==> src/hps_consts.svh <==
// Purpose: constants of the host port status flag block
// Assumes: host addresses are three bits wide
// Notes: byte lane addresses swap with the byte order select
`ifndef HPS_CONSTS_SVH
`define HPS_CONSTS_SVH
`define HPS_ADDR_STATUS 3'h2
`define HPS_ADDR_BYTE_HI 3'h5
`define HPS_ADDR_BYTE_MID 3'h6
`define HPS_ADDR_BYTE_LO 3'h7
`define HPS_BIT_REQ 7
`define HPS_BIT_FLAG3 4
`define HPS_BIT_FLAG2 3
`define HPS_BIT_TRANSMITTER_READY_FLAG 2
`define HPS_BIT_TRANSMIT_EMPTY_FLAG 1
`define HPS_BIT_RECEIVE_FULL_FLAG 0
`define HPS_RST_TRANSMIT_EMPTY_FLAG 1'h1
`define HPS_RST_RECEIVE_FULL_FLAG 1'h0
`define HPS_RST_FLAG 1'h0
`define HPS_RST_BYTE 8'h00
`define HPS_RST_WORD 24'h00_0000
`define HPS_FIFO_DEPTH 8
`define HPS_WORD_W 24
`endif

==> src/hps_pkg.sv <==
// Purpose: shared types of the host port status flag block
// Assumes: 24-bit data words, 8-bit host bytes
// Notes: constants live in hps_consts.svh
package hps_pkg;
    typedef logic [7:0] hps_byte_t;
    typedef logic [23:0] hps_word_t;
    typedef logic [2:0] hps_addr_t;
endpackage

==> src/hps_fifo.sv <==
// Purpose: word fifo in front of the dsp-side transmit register
// Assumes: one clock, synchronous clear
// Notes: full and empty come from an occupancy count
`timescale 1ns/1ps
`default_nettype none
module hps_fifo #(
    parameter int W = 24,
    parameter int D = 8
) (
    input wire logic clk_i,
    input wire logic clear_i,
    input wire logic in_valid_i,
    output logic in_ready_o,
    input wire logic [W-1:0] in_data_i,
    output logic out_valid_o,
    input wire logic out_ready_i,
    output logic [W-1:0] out_data_o
);
    localparam int AW = $clog2(D);
    logic [W-1:0] mem [D];
    logic [AW-1:0] wr_ptr_r;
    logic [AW-1:0] rd_ptr_r;
    logic [AW:0] count_r;
    logic push;
    logic pop;

    assign in_ready_o = (count_r != (AW+1)'(D));
    assign out_valid_o = (count_r != '0);
    assign push = in_valid_i && in_ready_o;
    assign pop = out_valid_o && out_ready_i;
    assign out_data_o = mem[rd_ptr_r];

    // storage has no reset; only pointers and count matter
    always_ff @(posedge clk_i)
    begin
        if (push)
        begin
            mem[wr_ptr_r] <= in_data_i;
        end
    end

    always_ff @(posedge clk_i)
    begin
        if (clear_i)
        begin
            wr_ptr_r <= '0;
            rd_ptr_r <= '0;
            count_r <= '0;
        end
        else
        begin
            if (push)
            begin
                wr_ptr_r <= (wr_ptr_r == AW'(D-1)) ? '0 : wr_ptr_r + 1'b1;
            end
            if (pop)
            begin
                rd_ptr_r <= (rd_ptr_r == AW'(D-1)) ? '0 : rd_ptr_r + 1'b1;
            end
            count_r <= count_r + (AW+1)'(push) - (AW+1)'(pop);
        end
    end
endmodule
`default_nettype wire

==> src/hps_req.sv <==
// Purpose: host request bit and request pins
// Assumes: flags and enables already registered
// Notes: purely combinational
`timescale 1ns/1ps
`default_nettype none
module hps_req (
    input wire logic transmit_empty_flag_i,
    input wire logic receive_full_flag_i,
    input wire logic transmit_request_enable_en_i,
    input wire logic receive_request_enable_en_i,
    input wire logic dual_mode_i,
    output logic req_bit_o,
    output logic host_req_o,
    output logic tx_req_o,
    output logic rx_req_o
);
    logic tx_src;
    logic rx_src;

    assign tx_src = transmit_empty_flag_i && transmit_request_enable_en_i;
    assign rx_src = receive_full_flag_i && receive_request_enable_en_i;
    assign req_bit_o = tx_src || rx_src;
    assign host_req_o = !dual_mode_i && req_bit_o;
    // both dual pins low whenever the bit is low
    assign tx_req_o = dual_mode_i && tx_src;
    assign rx_req_o = dual_mode_i && rx_src;
endmodule
`default_nettype wire

==> src/hps_status_flags.sv <==
// Purpose: host-side status flags and byte paths of a parallel host port
// Assumes: all inputs synchronous to clk_i; resets are synchronous levels
// Notes: status register read at its own host address; reads are registered
`timescale 1ns/1ps
`default_nettype none
`include "hps_consts.svh"
module hps_status_flags (
    input wire logic clk_i,
    input wire logic rst_i,
    input wire logic sw_reset_i,
    input wire logic indiv_reset_i,
    input wire logic stop_reset_i,
    input wire logic [2:0] host_addr_i,
    input wire logic host_rd_i,
    input wire logic host_wr_i,
    input wire logic [7:0] host_wdata_i,
    output logic [7:0] host_rdata_o,
    input wire logic init_i,
    input wire logic byte_order_select_i,
    input wire logic transmit_request_enable_i,
    input wire logic receive_request_enable_i,
    input wire logic dual_request_pin_mode_i,
    output logic host_req_o,
    output logic transmit_request_out_o,
    output logic receive_request_out_o,
    input wire logic dsp_flag_three_i,
    input wire logic dsp_flag_two_i,
    output logic [23:0] dsp_rx_data_o,
    output logic dsp_rx_valid_o,
    input wire logic dsp_rx_ack_i,
    input wire logic dsp_tx_valid_i,
    output logic dsp_tx_ready_o,
    input wire logic [23:0] dsp_tx_data_i
);
    logic any_rst;
    logic flag_rst;
    logic transmit_empty_flag_r;
    logic receive_full_flag_r;
    logic dsp_rx_full_r;
    logic flag3_r;
    logic flag2_r;
    logic transmitter_ready_flag;
    logic req_bit;
    logic tx_move;
    logic rx_move;
    logic last_tx_wr;
    logic last_rx_rd;
    logic htx_full_r;
    hps_pkg::hps_word_t htx_r;
    hps_pkg::hps_word_t hrx_r;
    hps_pkg::hps_word_t rx_bytes_r;
    hps_pkg::hps_word_t fifo_data;
    logic fifo_valid;
    logic fifo_pop;
    hps_pkg::hps_byte_t tx_byte_r [3];
    hps_pkg::hps_byte_t status;
    hps_pkg::hps_byte_t rd_val;

    assign any_rst = rst_i || sw_reset_i || indiv_reset_i || stop_reset_i;
    assign flag_rst = rst_i || sw_reset_i;

    // last lane is the top address in either byte order; only its byte changes
    assign last_tx_wr = host_wr_i &&
        (host_addr_i == `HPS_ADDR_BYTE_LO);
    assign last_rx_rd = host_rd_i &&
        (host_addr_i == `HPS_ADDR_BYTE_LO);

    assign transmitter_ready_flag = transmit_empty_flag_r && !dsp_rx_full_r;
    // word moves as soon as bytes are full and the dsp side is free
    assign tx_move = !transmit_empty_flag_r && !dsp_rx_full_r;
    assign rx_move = htx_full_r && !receive_full_flag_r;

    // byte lanes: lane 0 low, lane 2 high
    for (genvar i = 0; i < 3; i++)
    begin : g_lane
        logic [2:0] lane_addr;
        assign lane_addr = byte_order_select_i ? 3'(5 + i) : 3'(7 - i);
        always_ff @(posedge clk_i)
        begin
            if (any_rst)
            begin
                tx_byte_r[i] <= `HPS_RST_BYTE;
            end
            else if (host_wr_i && host_addr_i == lane_addr)
            begin
                tx_byte_r[i] <= host_wdata_i;
            end
        end
    end

    // transmit empty flag
    always_ff @(posedge clk_i)
    begin
        if (any_rst)
        begin
            transmit_empty_flag_r <= `HPS_RST_TRANSMIT_EMPTY_FLAG;
        end
        else if (tx_move || init_i)
        begin
            transmit_empty_flag_r <= 1'b1;
        end
        else if (last_tx_wr)
        begin
            transmit_empty_flag_r <= 1'b0;
        end
    end

    // dsp-side receive register and its full flag
    always_ff @(posedge clk_i)
    begin
        if (any_rst)
        begin
            dsp_rx_full_r <= 1'b0;
            hrx_r <= `HPS_RST_WORD;
        end
        else if (tx_move)
        begin
            dsp_rx_full_r <= 1'b1;
            hrx_r <= {tx_byte_r[2], tx_byte_r[1], tx_byte_r[0]};
        end
        else if (dsp_rx_ack_i)
        begin
            dsp_rx_full_r <= 1'b0;
        end
    end

    assign dsp_rx_data_o = hrx_r;
    assign dsp_rx_valid_o = dsp_rx_full_r;

    // dsp words queue here; stalls the core when the host lags
    hps_fifo #(
        .W(`HPS_WORD_W),
        .D(`HPS_FIFO_DEPTH)
    ) u_fifo (
        .clk_i(clk_i),
        .clear_i(any_rst),
        .in_valid_i(dsp_tx_valid_i),
        .in_ready_o(dsp_tx_ready_o),
        .in_data_i(dsp_tx_data_i),
        .out_valid_o(fifo_valid),
        .out_ready_i(!htx_full_r || rx_move),
        .out_data_o(fifo_data)
    );

    assign fifo_pop = fifo_valid && (!htx_full_r || rx_move);

    // dsp-side transmit register
    always_ff @(posedge clk_i)
    begin
        if (any_rst)
        begin
            htx_full_r <= 1'b0;
            htx_r <= `HPS_RST_WORD;
        end
        else if (fifo_pop)
        begin
            htx_full_r <= 1'b1;
            htx_r <= fifo_data;
        end
        else if (rx_move)
        begin
            htx_full_r <= 1'b0;
        end
    end

    // host receive bytes
    always_ff @(posedge clk_i)
    begin
        if (any_rst)
        begin
            rx_bytes_r <= `HPS_RST_WORD;
        end
        else if (rx_move)
        begin
            rx_bytes_r <= htx_r;
        end
    end

    // receive full flag; a fill wins over a read or initialize
    always_ff @(posedge clk_i)
    begin
        if (any_rst)
        begin
            receive_full_flag_r <= `HPS_RST_RECEIVE_FULL_FLAG;
        end
        else if (rx_move)
        begin
            receive_full_flag_r <= 1'b1;
        end
        else if (last_rx_rd || init_i)
        begin
            receive_full_flag_r <= 1'b0;
        end
    end

    // dsp flags change only on the dsp side
    always_ff @(posedge clk_i)
    begin
        if (flag_rst)
        begin
            flag3_r <= `HPS_RST_FLAG;
            flag2_r <= `HPS_RST_FLAG;
        end
        else
        begin
            flag3_r <= dsp_flag_three_i;
            flag2_r <= dsp_flag_two_i;
        end
    end

    hps_req u_req (
        .transmit_empty_flag_i(transmit_empty_flag_r),
        .receive_full_flag_i(receive_full_flag_r),
        .transmit_request_enable_en_i(transmit_request_enable_i),
        .receive_request_enable_en_i(receive_request_enable_i),
        .dual_mode_i(dual_request_pin_mode_i),
        .req_bit_o(req_bit),
        .host_req_o(host_req_o),
        .tx_req_o(transmit_request_out_o),
        .rx_req_o(receive_request_out_o)
    );

    always_comb
    begin
        status = 8'h00;
        status[`HPS_BIT_REQ] = req_bit;
        status[`HPS_BIT_FLAG3] = flag3_r;
        status[`HPS_BIT_FLAG2] = flag2_r;
        status[`HPS_BIT_TRANSMITTER_READY_FLAG] = transmitter_ready_flag;
        status[`HPS_BIT_TRANSMIT_EMPTY_FLAG] = transmit_empty_flag_r;
        status[`HPS_BIT_RECEIVE_FULL_FLAG] = receive_full_flag_r;
    end

    // a read of empty rx bytes returns stale data, nothing guards it
    always_comb
    begin
        rd_val = 8'h00;
        if (host_addr_i == `HPS_ADDR_STATUS)
        begin
            rd_val = status;
        end
        else if (host_addr_i == `HPS_ADDR_BYTE_MID)
        begin
            rd_val = rx_bytes_r[15:8];
        end
        else if (host_addr_i == `HPS_ADDR_BYTE_HI)
        begin
            rd_val = byte_order_select_i ? rx_bytes_r[7:0] : rx_bytes_r[23:16];
        end
        else if (host_addr_i == `HPS_ADDR_BYTE_LO)
        begin
            rd_val = byte_order_select_i ? rx_bytes_r[23:16] : rx_bytes_r[7:0];
        end
    end

    always_ff @(posedge clk_i)
    begin
        if (rst_i)
        begin
            host_rdata_o <= 8'h00;
        end
        else if (host_rd_i)
        begin
            host_rdata_o <= rd_val;
        end
    end
endmodule
`default_nettype wire

==> config.mk <==
export PLATFORM = sky130hd
export DESIGN_NAME = hps_status_flags
export DESIGN_NICKNAME = d
export VERILOG_FILES = /design/src/hps_pkg.sv /design/src/hps_fifo.sv /design/src/hps_req.sv /design/src/hps_status_flags.sv
export VERILOG_INCLUDE_DIRS = /design/src
export SDC_FILE = /design/constraint.sdc
export NUM_CORES = 1
export LEC_CHECK = 0
export BUFFER_PORTS_ARGS = -buffer_cell sky130_fd_sc_hd__buf_2
export CORE_UTILIZATION = 55
export DETAILED_ROUTE_END_ITERATION = 10
export GPL_TIMING_DRIVEN = 0
export PLACE_DENSITY = 0.78
export SETUP_SLACK_MARGIN = 0.3
export SKIP_CTS_REPAIR_TIMING = 1
export SYNTH_ARGS = -nofsm -noshare
export SYNTH_HDL_FRONTEND = slang
export SYNTH_SLANG_ARGS = --single-unit
==> constraint.sdc <==
create_clock -name clk_i -period 10.1 [get_ports clk_i]
set_input_delay 2.02 -clock clk_i [delete_from_list [all_inputs] [get_ports clk_i]]
set_output_delay 2.02 -clock clk_i [all_outputs]
set_load 0.02 [all_outputs]
### Word level (Yosys, flattened, before mapping)

Memory sizes are Yosys's and may differ from the RTL's. A register that Yosys moved wholly into a read port is not among the register bits.
Cells that the tools add are included.
W data, S select, Z words.

| operators by class | value |
|---|---|
| multiplexer cells | 32 |
| add/sub/neg operators | 4 |
| bitwise gates (word level) | 3 |
| equal/unequal tests | 9 |
| reduce and logical (&&, ||, !) cells | 32 |

Operators by type and width:

| kind | number |
|---|---|
| $mux W8 | 9 |
| $mux W1 | 19 |
| $eq A3 B3 Y1 const B | 5 |
| $logic_and A1 B1 Y1 | 15 |
| $logic_or A1 B1 Y1 | 7 |
| $add A3 B1 Y3 const B | 2 |
| $eq A3 B3 Y1 | 2 |
| $mux W3 | 2 |
| $reduce_bool A2 Y1 | 3 |
| $logic_not A1 Y1 | 5 |
| $add A4 B1 Y4 | 1 |
| $mux W2 | 2 |
| $ne A4 B4 Y1 const B | 1 |
| $reduce_bool A4 Y1 | 1 |
| $sub A4 B1 Y4 | 1 |
| $eq A3 B2 Y1 const B | 1 |
| $or A1 B1 Y1 | 3 |
| $reduce_or A2 Y1 | 1 |

| word-level totals | value |
|---|---|
| bits in writable memories | 216 |
| memories | 2 |
| register bits | 48 |
| logic and storage cells | 93 |

Memories:

| name | words | bits a word | read ports | clocked after memory_dff | write ports | line | RTL |
|---|---|---|---|---|---|---|---|
| u_fifo.mem | 8 | 24 | 1 | 1 | 1 | hps_fifo.sv:20 | `logic [W-1:0] mem [D];` |
| tx_byte_r | 3 | 8 | 3 | 3 | 3 | hps_status_flags.sv:55 | `hps_pkg::hps_byte_t tx_byte_r [3];` |

### Depth between registers and ports, before layout

| depth | value |
|---|---|
| depth in word-level cells | 7 |
| gate-level depth with buffers | 12 |

### Hierarchy

From an unflattened synthesis, not the netlist that was laid out.

| second synthesis, totals | value |
|---|---|
| cells, all modules | 824 |
| area total of the unflattened synthesis | 12134.1 um^2 |

By module, submodules not included:

| module | times used | seq. area each (um^2) | area each (um^2) | cells each |
|---|---|---|---|---|
| hps_fifo | 1 | 6025.8 | 7990.2 | 353 |
| hps_status_flags | 1 | 2442.3 | 4108.9 | 467 |
| hps_req | 1 | 0.0 | 35.0 | 4 |

### Worst setup path after synthesis

OpenSTA, ideal clock, no wires.

| timing | value |
|---|---|
| kind | input port to flip-flop |
| start point | in dsp_tx_valid_i |
| end point | mem u_fifo.mem[0][0], enable pin |
| path buffers | 0 |
| library setup time | 0.466 ns |
| cell stages on the path | 2 |
| path slack | 5.138 ns |
| data arrival time | 4.496 ns |
| cell sequence | nand2_1 nor4_1 |

| between the ends | value |
|---|---|
| cells in the longest elaborated chain, start to end | 3 |

RTL lines:

| element | line | RTL |
|---|---|---|
| start: declaration | hps_status_flags.sv:31 | `input wire logic dsp_tx_valid_i,` |
| $logic_and A1 B1 Y1 | hps_fifo.sv:29 | `assign push = in_valid_i && in_ready_o;` |
| $mux W1 | hps_fifo.sv:36 | `if (push)` |
| $mux W1 (not written as such) | hps_fifo.sv:38 | `mem[wr_ptr_r] <= in_data_i;` |
| end: declaration | hps_fifo.sv:20 |  |

Every way passes these cells.

### Final worst setup path

| timing | value |
|---|---|
| start point | in transmit_request_enable_i |
| end point | out host_req_o |

| between the ends | value |
|---|---|
| cells in the longest elaborated chain, start to end | 3 |

RTL lines:

| element | line | RTL |
|---|---|---|
| start: declaration | hps_status_flags.sv:20 | `input wire logic transmit_request_enable_i,` |
| $logic_and A1 B1 Y1 | hps_req.sv:20 | `assign tx_src = transmit_empty_flag_i && transmit_request_enable_en_i;` |
| $logic_or A1 B1 Y1 | hps_req.sv:22 | `assign req_bit_o = tx_src \|\| rx_src;` |
| $logic_and A1 B1 Y1 | hps_req.sv:23 | `assign host_req_o = !dual_mode_i && req_bit_o;` |
| end: declaration | hps_status_flags.sv:23 | `output logic host_req_o,` |

Every way passes these cells.

==> impl_metrics.env <==
export IMPL_status="finished, final reports clean"
export IMPL_ys_ff_latch=312
export IMPL_cp_required_ps=8080
export IMPL_max_freq_ghz=0.2182
export IMPL_synth_edff_count=216
export IMPL_synth_nets=860
export IMPL_fin_skew_ps=19.19
export IMPL_core_region_area_um2=21090
export IMPL_grt_pass1_wl_um=38140
export IMPL_syn_area_per_cell_um2=14.92
export IMPL_multi_input_area_um2=3289
export IMPL_die_width_um=149.1
export IMPL_die_area_um2=22230
export IMPL_routed_wl_um=24120
export IMPL_antenna_found_initial=1
export IMPL_cts_root_buffer="clkbuf_16"
export IMPL_p_leak_nw=4.654
export IMPL_syn_inst=798
export IMPL_grt_pass1_vias=7049
export IMPL_path_class="in -> out"
export IMPL_yosys_warnings=0
export IMPL_overflow=0
export IMPL_synth_seq_area_share_pct=70.64
export IMPL_drtIter0Drc=569
export IMPL_cts_max_path_buffers=3
export IMPL_hold_viol=0
export IMPL_critPathSlowestCell="a22oi_1"
export IMPL_firstDrtPassIters=5
export IMPL_end_kind="primary output"
export IMPL_area_delta_synth_final_pct=16.33
export IMPL_place_congestion=0.9102
export IMPL_final_cell_mix="edfxtp_1 (216), nand2_1 (123), buf_2 (99), dfxtp_1 (96), a21oi_1 (77)"
export IMPL_fill_cells=1484
export IMPL_dp_hpwl_um=15780
export IMPL_start_util_pct=56.44
export IMPL_htree_num_levels=1
export IMPL_layout_drive_gt1_share_pct=25.16
export IMPL_critPathLaunchType="input pin"
export IMPL_slew_viol_final=0
export IMPL_clock_sinks=312
export IMPL_ant_nets=0
export IMPL_maxSlewHeadroom_pct=37.99
export IMPL_io_buffer_count=85
export IMPL_finalCritPeriodShare_pct=45.38
export IMPL_cts_tree="built"
export IMPL_critPathMaxFanout=2
export IMPL_ios=88
export IMPL_setup_viol=0
export IMPL_slowest_delay_ps=220
export IMPL_pre_cts_ws_ps=5516
export IMPL_power_density_nw_per_um2=186.2
export IMPL_clkLatencyLatePin_ps=550
export IMPL_rsz0062_at_grt="no"
export IMPL_drv_cap=0
export IMPL_wl_per_cell_um=19.69
export IMPL_vias=6951
export IMPL_register_area_um2=8408
export IMPL_ys_types=45
export IMPL_fin_setup_tns_ps=0
export IMPL_layout_cells_most_common="edfxtp_1"
export IMPL_worst_ep_arrival_time_ps=2560
export IMPL_crit_family="buffers and inverters"
export IMPL_drcViolationCount=0
export IMPL_worst_path_buf_inv=2
export IMPL_die_h_um=149.1
export IMPL_tightest_slew_ps=927.9
export IMPL_hp_class="reg -> reg"
export IMPL_viasPerCell=5.674
export IMPL_layout_setup_ws_ps=5516
export IMPL_synthArstFlopShare_pct=0
export IMPL_clkTransAtPathRegs_ps=70
export IMPL_numCtsBuffers=30
export IMPL_antenna_cells=0
export IMPL_grt_max_degree=25
export IMPL_grt_use_total_pct=22.69
export IMPL_finalNetCount=989
export IMPL_synth_area_um2=11900
export IMPL_timing_critical_path_mode_cell="buf_2"
export IMPL_period_minus_slack_ps=4584
export IMPL_irDropWorstVdd_mv=0.1602
export IMPL_synth_ff_type="edfxtp_1"
export IMPL_rows=53
export IMPL_path_cells="buf_2 > a22oi_1 > nor2_1 > buf_2"
==> cell usage after synthesis, types with 2 or more instances <==
library cell | instances | share of area [%]
edfxtp_1 | 216 | 54
nand2_1 | 123 | 3.9
dfxtp_1 | 96 | 16
a21oi_1 | 77 | 3.2
mux4_2 | 48 | 9.1
nor2_1 | 38 | 1.2
mux2i_1 | 28 | 2.4
o21ai_0 | 26 | 1.1
clkbuf_1 | 24 | 0.76
buf_2 | 14 | 0.59
a21oi_2 | 10 | 0.74
ha_1 | 10 | 1.1
nor3_1 | 9 | 0.38
inv_1 | 8 | 0.25
nand2b_1 | 8 | 0.42
mux2_2 | 7 | 0.66
a211oi_1 | 4 | 0.25
buf_4 | 4 | 0.25
nor2b_1 | 4 | 0.21
nor3b_1 | 4 | 0.25
a21o_1 | 3 | 0.19
and2_1 | 3 | 0.16
and3_1 | 3 | 0.16
buf_1 | 3 | 0.095
or3_1 | 3 | 0.16
a31oi_1 | 2 | 0.11
buf_6 | 2 | 0.19
o2111ai_1 | 2 | 0.15
o21ai_1 | 2 | 0.084
xnor2_1 | 2 | 0.15
==> worst reg2reg max path, cell delays in order (launching register included) <==
cell and delay (ps):
dfxtp_1 310, inv_1 70, ha_1 190, or3b_2 210
nand2_1 250, inv_1 220, nand2_1 240, nor3_2 500
buf_6 240, buf_6 170
==> state kept, by name, indices dropped and copies added, names as in the netlist <==
name	flops
u_fifo.rd_ptr_r	3
rx_bytes_r	24
u_fifo.mem	192
htx_r	24
dsp_rx_valid_o	1
receive_full_flag_r	1
htx_full_r	1
transmit_empty_flag_r	1
u_fifo.count_r	4
flag2_r	1
u_fifo.wr_ptr_r	3
dsp_rx_data_o	24
tx_byte_r	24
flag3_r	1
host_rdata_o	8
==> final timing paths <==
kind | start | to | slack [ps] | cells after the start
setup / recovery | transmit_request_enable_i | host_req_o | 5520 | 4
setup reg to reg | u_fifo.count_r[2] | u_fifo.mem[1][6] | 7400 | 9
hold reg to reg | dsp_rx_data_o[1] | dsp_rx_data_o[1] | 450 | 2
hold / removal | dsp_rx_data_o[1] | dsp_rx_data_o[1] | 450 | 2
==> report_power, final <==
part           switching, W  internal, W
clock              0.000461     0.000665
sequential       0.00000357      0.00138
combinational     0.0000454    0.0000272
total              0.000510      0.00207
==> cell type report <==
type / count / share of cell area (%)
Timing Repair Buffer: 97 / 3.994
Tap cell: 275 / 2.485
Buffer: 47 / 1.618
Sequential cell: 312 / 60.73
Clock inverter: 20 / 1.419
Clock buffer: 35 / 5.783
Inverter: 8 / 0.2169
Multi-Input combinational cell: 431 / 23.76
==> cell families after synthesis <==
| group | share of synthesized area, % |
|---|---|
| compound gates | 6.202 |
| xor+xnor | 0.2839 |
| fa+ha+maj | 1.219 |
| buf+inv | 2.134 |
| flops | 70.64 |
| mux | 12.10 |
| simple gates | 7.422 |
==> layer usage <==
| layer | routed length, um | GRT usage, % | vias to the layer above | part of all wire (%) |
|---|---|---|---|---|
| met5 | 10 | 0 | - | 0.041 |
| met4 | 620 | 7.143 | 2 | 2.6 |
| met3 | 1537 | 3.609 | 46 | 6.4 |
| met2 | 11660 | 38.51 | 238 | 48 |
| met1 | 10290 | 30.11 | 3430 | 43 |
| li1 | - | - | 3235 | - |
==> through the flow <==
stage	instances	hold slack (ps)	utilization, %	cell area, um2	power [W]
finish	1225	449.1	65.66	13850	0.002578
global route	1225	481.0	65.66	13850	0.002647
CTS	1225	451.8	65.66	13850	0.002589
detailed placement	1170	443.3	60.93	12850	0.001479
global placement	1158	441.1	60.09	12670	0.001475
floorplan	798	428.7	-	11900	0.001444
(Power assumes the default switching activity.)
